### config.mk
export PLATFORM = sky130hd
export DESIGN_NAME = wim_wake_input_monitor
export DESIGN_NICKNAME = d
export VERILOG_FILES = /design/src/design/wim_pkg.sv /design/src/design/wim_wake_input_monitor.sv
export SDC_FILE = /design/constraint.sdc
export NUM_CORES = 1
export LEC_CHECK = 0
export ABC_AREA = 1
export ABC_CLOCK_PERIOD_IN_PS = 3400
export BUFFER_PORTS_ARGS = -buffer_cell sky130_fd_sc_hd__clkbuf_2
export CORE_MARGIN = 4
export CORE_UTILIZATION = 55
export DETAILED_ROUTE_END_ITERATION = 12
export HOLD_SLACK_MARGIN = 0.05
export PLACE_DENSITY = 0.74
export SYNTH_ARGS = -nofsm -noshare
export SYNTH_HDL_FRONTEND = slang
export SYNTH_SLANG_ARGS = --single-unit
### constraint.sdc
create_clock -name i_clk -period 3.4 [get_ports i_clk]
set_input_delay 0 -clock i_clk [delete_from_list [all_inputs] [get_ports i_clk]]
set_output_delay 0 -clock i_clk [all_outputs]
set_load 0.005 [all_outputs]
### src/design/wim_pkg.sv
package wim_pkg;

  // ****************************************
  // register map
  // ****************************************
  localparam logic [3:0] ADDR_WAKE_ENABLE_CTRL      = 4'h0;
  localparam logic [3:0] ADDR_BIAS_CURRENT_CTRL     = 4'h1;
  localparam logic [3:0] ADDR_FILTER_MODE_CTRL      = 4'h2;
  localparam logic [3:0] ADDR_MEASURE_CTRL          = 4'h3;
  localparam logic [3:0] ADDR_WAKE_EVENT_STATUS     = 4'h4;
  localparam logic [3:0] ADDR_ALT_WAKE_EVENT_STATUS = 4'h5;
  localparam logic [3:0] ADDR_PIN_LEVEL_STATUS      = 4'h6;
  localparam logic [3:0] ADDR_MODE_CTRL             = 4'h7;
  localparam logic [3:0] ADDR_FAULT_STATUS          = 4'h8;

  localparam logic [7:0] RST_WAKE_ENABLE = 8'h00;
  localparam logic [7:0] RST_BIAS        = 8'h00;
  localparam logic [7:0] RST_FILTER      = 8'h00;

  // ****************************************
  // codes
  // ****************************************
  localparam logic [1:0] BIAS_NONE = 2'h0;
  localparam logic [1:0] BIAS_DOWN = 2'h1;
  localparam logic [1:0] BIAS_UP   = 2'h2;
  localparam logic [1:0] BIAS_AUTO = 2'h3;

  localparam logic [1:0] FLT_STATIC_SHORT = 2'h0;
  localparam logic [1:0] FLT_STATIC_LONG  = 2'h1;
  localparam logic [1:0] FLT_CYCLIC_A     = 2'h2;
  localparam logic [1:0] FLT_CYCLIC_B     = 2'h3;

  typedef enum logic [1:0] {
    MODE_NORMAL,
    MODE_STOP,
    MODE_SLEEP,
    MODE_FAILSAFE
  } wim_mode_e;

  // ****************************************
  // timing
  // ****************************************
  localparam int CLK_MHZ           = 25;
  localparam int FILTER_SHORT_US   = 16;
  localparam int FILTER_LONG_US    = 64;
  localparam int FILTER_SHORT_CYC  = FILTER_SHORT_US * CLK_MHZ;
  localparam int FILTER_LONG_CYC   = FILTER_LONG_US * CLK_MHZ;
  localparam int FILTER_CNT_W      = 11;

endpackage : wim_pkg

### src/design/wim_wake_input_monitor.sv
// Our own choices: the strobed register port and the register addresses.
`timescale 1ns/100ps
module wim_wake_input_monitor
  import wim_pkg::*;
(
  input  wire logic       i_clk,
  input  wire logic       i_resetn,
  input  wire logic [3:0] i_addr,
  input  wire logic [7:0] i_wdata,
  input  wire logic       i_wr,
  input  wire logic       i_rd,
  input  wire logic [2:0] i_wake_input_pin,
  input  wire logic [1:0] i_alt_fail_output_pins,
  input  wire logic       i_alt_pins_as_wake,
  input  wire logic [1:0] i_mode,
  input  wire logic       i_sleep_cmd,
  input  wire logic       i_cycle_timer_a_window,
  input  wire logic       i_cycle_timer_b_window,
  output logic      [7:0] o_rdata,
  output logic      [2:0] o_pull_up_en,
  output logic      [2:0] o_pull_down_en,
  output logic            o_measure_switch,
  output logic            o_irq_req,
  output logic            o_wake_req,
  output logic            o_cmd_fault,
  output logic            o_restart_req
);

  localparam int NCH = 5;

  // ****************************************
  // state
  // ****************************************
  typedef struct packed {
    logic [NCH-1:0]                   sync1;
    logic [NCH-1:0]                   sync2;
    logic [NCH-1:0]                   stable;
    logic [NCH-1:0]                   qual;
    logic [NCH-1:0][FILTER_CNT_W-1:0] cnt;
    logic [NCH-1:0]                   armed;
    logic [2:0]                       win_q;
    logic [7:0]                       wake_en;
    logic [7:0]                       bias;
    logic [7:0]                       filt;
    logic                             meas_en;
    logic [2:0]                       wk_stat;
    logic [1:0]                       alt_stat;
    logic [2:0]                       lvl;
    logic                             fault;
    logic [7:0]                       rdata;
    logic [2:0]                       pu;
    logic [2:0]                       pd;
    logic                             sw;
    logic                             irq;
    logic                             wake;
    logic                             restart;
  } wim_state_s;

  wim_state_s s_q;
  wim_state_s s_d;

  wim_mode_e mode;
  assign mode = wim_mode_e'(i_mode);

  logic [NCH-1:0] raw;
  assign raw = {i_alt_fail_output_pins, i_wake_input_pin};

  always_comb
  begin
    logic [NCH-1:0]          ev;
    logic [2:0]              win;
    logic [2:0]              gate;
    logic [1:0]              fc;
    logic [1:0]              bc;
    logic [FILTER_CNT_W-1:0] lim;
    logic                    act;
    logic                    clr_wk;
    logic                    clr_alt;
    logic                    clr_flt;
    logic                    low_power;
    ev        = '0;
    win       = '0;
    gate      = '0;
    fc        = '0;
    bc        = '0;
    lim       = '0;
    act       = 1'b0;
    clr_wk    = 1'b0;
    clr_alt   = 1'b0;
    clr_flt   = 1'b0;
    low_power = (mode == MODE_SLEEP) || (mode == MODE_FAILSAFE);
    s_d       = s_q;

    // ****************************************
    // register port
    // ****************************************
    if (i_wr)
    begin
      unique case (i_addr)
        ADDR_WAKE_ENABLE_CTRL: s_d.wake_en = {5'h00, i_wdata[2:0]};
        ADDR_BIAS_CURRENT_CTRL: s_d.bias = {2'h0, i_wdata[5:0]};
        ADDR_FILTER_MODE_CTRL: s_d.filt = {2'h0, i_wdata[5:0]};
        ADDR_MEASURE_CTRL: s_d.meas_en = i_wdata[0];
        default: ;
      endcase
    end
    // read clears latched flags; set below still wins
    if (i_rd)
    begin
      s_d.rdata = 8'h00;
      unique case (i_addr)
        ADDR_WAKE_ENABLE_CTRL: s_d.rdata = s_q.wake_en;
        ADDR_BIAS_CURRENT_CTRL: s_d.rdata = s_q.bias;
        ADDR_FILTER_MODE_CTRL: s_d.rdata = s_q.filt;
        ADDR_MEASURE_CTRL: s_d.rdata = {7'h00, s_q.meas_en};
        ADDR_WAKE_EVENT_STATUS:
        begin
          s_d.rdata = {5'h00, s_q.wk_stat};
          clr_wk    = 1'b1;
        end
        ADDR_ALT_WAKE_EVENT_STATUS:
        begin
          s_d.rdata = {6'h00, s_q.alt_stat};
          clr_alt   = 1'b1;
        end
        ADDR_PIN_LEVEL_STATUS: s_d.rdata = {5'h00, s_q.lvl};
        ADDR_MODE_CTRL: s_d.rdata = {6'h00, i_mode};
        ADDR_FAULT_STATUS:
        begin
          s_d.rdata = {7'h00, s_q.fault};
          clr_flt   = 1'b1;
        end
        default: s_d.rdata = 8'h00;
      endcase
    end
    if (clr_wk)
      s_d.wk_stat = '0;
    if (clr_alt)
      s_d.alt_stat = '0;
    if (clr_flt)
      s_d.fault = 1'b0;

    // ****************************************
    // sense and filter
    // ****************************************
    s_d.sync1 = raw;
    s_d.sync2 = s_q.sync1;
    for (int i = 0; i < NCH; i++)
    begin
      if (i < 3)
      begin
        fc = s_q.filt[2*i +: 2];
        unique case (fc)
          FLT_CYCLIC_A: win[i] = i_cycle_timer_a_window;
          FLT_CYCLIC_B: win[i] = i_cycle_timer_b_window;
          default: win[i] = 1'b1;
        endcase
        gate[i] = s_q.meas_en && (i < 2);
        act     = win[i] && !gate[i];
        lim     = (fc == FLT_STATIC_LONG) ? FILTER_CNT_W'(FILTER_LONG_CYC)
                                          : FILTER_CNT_W'(FILTER_SHORT_CYC);
      end
      else
      begin
        act = i_alt_pins_as_wake;
        lim = FILTER_CNT_W'(FILTER_SHORT_CYC);
      end
      if (!act)
      begin
        s_d.cnt[i]   = '0;
        s_d.armed[i] = 1'b0;
        // stable resyncs silently so a window opening is no edge
        s_d.stable[i] = s_q.sync2[i];
        s_d.qual[i]   = s_q.sync2[i];
      end
      else if (s_q.sync2[i] != s_q.stable[i])
      begin
        // any further crossing restarts the interval
        s_d.stable[i] = s_q.sync2[i];
        s_d.cnt[i]    = '0;
        // back at the qualified level: the pulse was a glitch, drop it
        s_d.armed[i]  = s_q.sync2[i] != s_q.qual[i];
      end
      else if (s_q.armed[i])
      begin
        if (s_q.cnt[i] == lim - FILTER_CNT_W'(1))
        begin
          s_d.armed[i] = 1'b0;
          s_d.qual[i]  = s_q.stable[i];
          ev[i]        = 1'b1;
        end
        else
          s_d.cnt[i] = s_q.cnt[i] + FILTER_CNT_W'(1);
      end
    end

    // ****************************************
    // status, bias, wake
    // ****************************************
    s_d.irq  = 1'b0;
    s_d.wake = 1'b0;
    for (int i = 0; i < 3; i++)
    begin
      if (!gate[i])
      begin
        if (win[i] && !low_power)
          s_d.lvl[i] = s_q.sync2[i];
        if (ev[i] && s_q.wake_en[i])
        begin
          s_d.wk_stat[i] = 1'b1;
          s_d.irq        = !low_power;
          s_d.wake       = low_power;
        end
      end
      bc = s_q.bias[2*i +: 2];
      s_d.pu[i] = !gate[i] && ((bc == BIAS_UP) || (bc == BIAS_AUTO && s_q.sync2[i]));
      s_d.pd[i] = !gate[i] && ((bc == BIAS_DOWN) || (bc == BIAS_AUTO && !s_q.sync2[i]));
    end
    for (int j = 0; j < 2; j++)
    begin
      if (ev[3+j])
      begin
        s_d.alt_stat[j] = 1'b1;
        s_d.irq         = s_d.irq || !low_power;
        s_d.wake        = s_d.wake || low_power;
      end
    end

    s_d.sw      = s_q.meas_en && (mode == MODE_NORMAL);
    s_d.restart = 1'b0;
    if (i_sleep_cmd && s_q.meas_en && (s_q.wake_en[2:0] != 3'h0) && !s_q.wake_en[2])
    begin
      s_d.fault   = 1'b1;
      s_d.restart = 1'b1;
    end
  end

  always_ff @(posedge i_clk)
  begin
    if (!i_resetn)
    begin
      s_q         <= '0;
      s_q.wake_en <= RST_WAKE_ENABLE;
      s_q.bias    <= RST_BIAS;
      s_q.filt    <= RST_FILTER;
      s_q.meas_en <= 1'b0;
    end
    else
      s_q <= s_d;
  end

  assign o_rdata          = s_q.rdata;
  assign o_pull_up_en     = s_q.pu;
  assign o_pull_down_en   = s_q.pd;
  assign o_measure_switch = s_q.sw;
  assign o_irq_req        = s_q.irq;
  assign o_wake_req       = s_q.wake;
  assign o_cmd_fault      = s_q.fault;
  assign o_restart_req    = s_q.restart;

endmodule : wim_wake_input_monitor

==> flow_summary.toml <==
[timing]
finalSetupViolCount = 0
rsz0062_at_grt = "no"
fin_ws_ps = 1239
holdWs_ps = 73.27
setup_tns_ps = 0
maxSlewViolCount = 0
slew_headroom = 0.4945
worst_pin_slew_ps = 758.3
fin_crit_sh = 0.6357
fin_crit_ps = 2161
max_freq_mhz = 462.6
finClkSkew_ps = 7.319
hold_violations = 0

[floorplan]
die_x_um = 111.9
chipHeight_um = 111.9
placementRows = 37
core-area_um2 = 10420
initial_core_util = 0.5700
dieArea_um2 = 12520
ioPinCount = 46

[synthesis]
synthFlopType = "dfxtp_1"
synth.cell_area_um2 = 5937
synthDistinctLibCells = 44
yosysWarnings = 0
ys_ff_latch = 121
synth_edf_count = 0
avgSynthCellArea_um2 = 6.976
synth_cells = 851
ys_seq_area_frac = 0.4080
async_flop_share = 0

[global_routing]
antenna_found_initial = 0
grt_usage = 0.2187
grt_max_degree = 42
grt_pass1_wl_um = 22890
overflow = 0
grt_pass1_vias = 5197

[final_layout]
nets = 942
diodes = 0
fin_cells = 1059
final_layout_size_suffix_gt1_frac = 0.1138
area_growth_pct = 16.97

[clocking]
ctsHtreeMaxLevel = 4
clk_pin_slew_ps = 60
cts_tree = "yes"
clock_latency_ps = 520
cts_root_buffer = "clkbuf_8"
post_cts_buffers = 0
clk_path_buf_depth = 2
clock_sinks = 121
cts-buffers-inserted = 17

[job]
cap_violations = 0

[power_and_ir_drop]
swShare = 0.2211
power_density_nw_per_um2 = 476.8
pwr-share-clk = 0.505
combinationalPowerShare = 0.054
internal_power_mw = 2.579
p_total_mw = 3.311
p_seq_frac = 0.442
p_leak_nw = 2.821
irDropWorstVdd_mv = 0.3886
power_switching_mw = 0.7322

[routing]
drc = 0
detail-route-antenna-nets = 0
drt_iter0_drc = 441
wl_per_cell_um = 12.63
dr.pass1.iters = 5
drt_wl_total_um = 13370
num_vias = 5531
vias_per_cell = 5.223

[setup_path]
crit_fanout = 12
slowest_stage = "nand4_1"
critPathTopFamily = "simple AND/OR/NAND/NOR gates"
crit_required_ps = 3810
arrival_ps = 2570
crit_path_start_kind = "flop"
critPathBufInv = 2
path_cells = "ha_1, nand3_1, inv_1, nand4_1, nand2_2, inv_1, nor2_1, nor2_1"
worstSetupPathType = "reg -> reg"
cpPeakStageDelay_ps = 440
cp-end-kind = "flop"

[placement]
pre_cts_slack_ps = 1317
gp_congestion = 0.8777
dp_cells = 1001
hpwl_um = 9550
portBuffers = 41

[run_status]
status = "completed"

[min_path]
holdCritPathClass = "in -> reg"
-- cell families (layout without fill, tap and decap cells) --
kind of cell    Yosys count  in the layout  synth area share
buf+inv                 156            227            0.1132
xor+xnor                 28             28           0.04257
other cells               1              2         0.0006316
compound gates          152            152            0.1351
simple gates            388            388            0.2900
flops                   121            121            0.4080
fa+ha+maj                 5              5           0.01054
-- layout by cell type, fill, tap and decap left out, types with 6 or more instances in the layout --
master and instances:
a21oi_1 80, clkbuf_16 16, clkbuf_2 41, clkinv_2 6, dfxtp_1 121, dlygate4sd3_1 26, inv_1 118, inv_2 8
nand2_1 198, nand2_2 7, nand3_1 43, nand4_1 14, nor2_1 71, nor3_1 33, o21ai_0 50, o22ai_1 6
xor2_1 25
-- final timing paths --
path	from	cells after the start	endpoint	slack, ps
min reg2reg	s_d[125]$_SDFF_PN0_	2	s_q[125]$_SDFF_PN0_	410
min	i_addr[0]	6	s_q[22]$_SDFFE_PN0P_	70
max reg2reg	s_q[60]$_SDFFE_PP0P_	8	s_q[60]$_SDFFE_PP0P_	1240
max	s_q[60]$_SDFFE_PP0P_	8	s_q[60]$_SDFFE_PP0P_	1240
-- layout make-up --
class | count | area (um^2)
Fill cell | 893 | 3472
Multi-Input combinational cell | 575 | 2846
Sequential cell | 121 | 2422
Inverter | 128 | 485.5
Timing Repair Buffer | 67 | 465.4
Clock buffer | 23 | 456.7
Tap cell | 136 | 170.2
Clock inverter | 9 | 97.59
-- flip-flops by register name, indices dropped and copies added, names as in the netlist --
signal	flops
o_pull_up_en	3
o_rdata	6
o_pull_down_en	3
s_d	5
o_cmd_fault	1
s_q	99
o_wake_req	1
o_irq_req	1
o_measure_switch	1
o_restart_req	1
-- power groups by stage --
stage	Sequential (mW)	Combinational (mW)	Clock, mW
2_1_floorplan	1.49	0.113	0
3_3_place_gp	1.49	0.148	0
3_5_place_dp	1.49	0.152	0
4_1_cts	1.46	0.175	1.70
5_1_grt	1.47	0.200	1.77
6_report	1.46	0.177	1.67
-- tightest hold or removal path: stages --
cell      delay, ps
clkbuf_2        130
inv_1           100
nor3_1           80
nand2_1          80
nand2_1          50
a21oi_1         120
-- synthesized netlist by cell type (2+ instances only) --
cell      instances  area [um^2]
inv_1           118        442.9
o21bai_1          2        15.01
nand2_1         198        743.2
o22ai_1           6        37.54
ha_1              5        62.56
buf_4            14        105.1
nor2_4            3        33.78
and3_1            2        12.51
or2_2             2        12.51
nor2_1           71        266.5
a31oi_1           2        12.51
o21ai_0          50        250.2
nand3_2           4        40.04
a211oi_1          5        37.54
nor2_2            4        25.02
inv_2             8        30.03
clkbuf_1          3        11.26
nand4_1          14        87.58
nand2_2           7        43.79
nand3_1          43        215.2
buf_6             3        33.78
xor2_1           25        219.0
o21ai_1           3        15.01
buf_1             3        11.26
dfxtp_1         121         2422
nor3_1           33        165.2
xnor2_1           2        17.52
buf_2             5        25.02
a21oi_1          80        400.4
-- layer usage --
layer,share of wire,wire length (um),vias to the layer above,track usage
li1,-,-,2848,-
met1,0.45,5979,2510,0.2665
met2,0.49,6511,148,0.3765
met3,0.050,669,25,0.05163
met4,0.016,210,0,0.07867
met5,0,0,-,0
-- what timing repair did --
action | in CTS | in global routing
hold endpoints to repair | 58 | 0
resized for setup | 0 | 0
hold buffers | 26 | 0
-- per-stage QoR --
stage	instance area, um^2	utilization
final	6944	0.6667
after global routing	6944	0.6667
after CTS	6944	0.6667
after detailed placement	6130	0.5885
after global placement	6130	0.5885
after floorplan	5941	-
No activity file was read; power rests on OpenSTA's default activity.
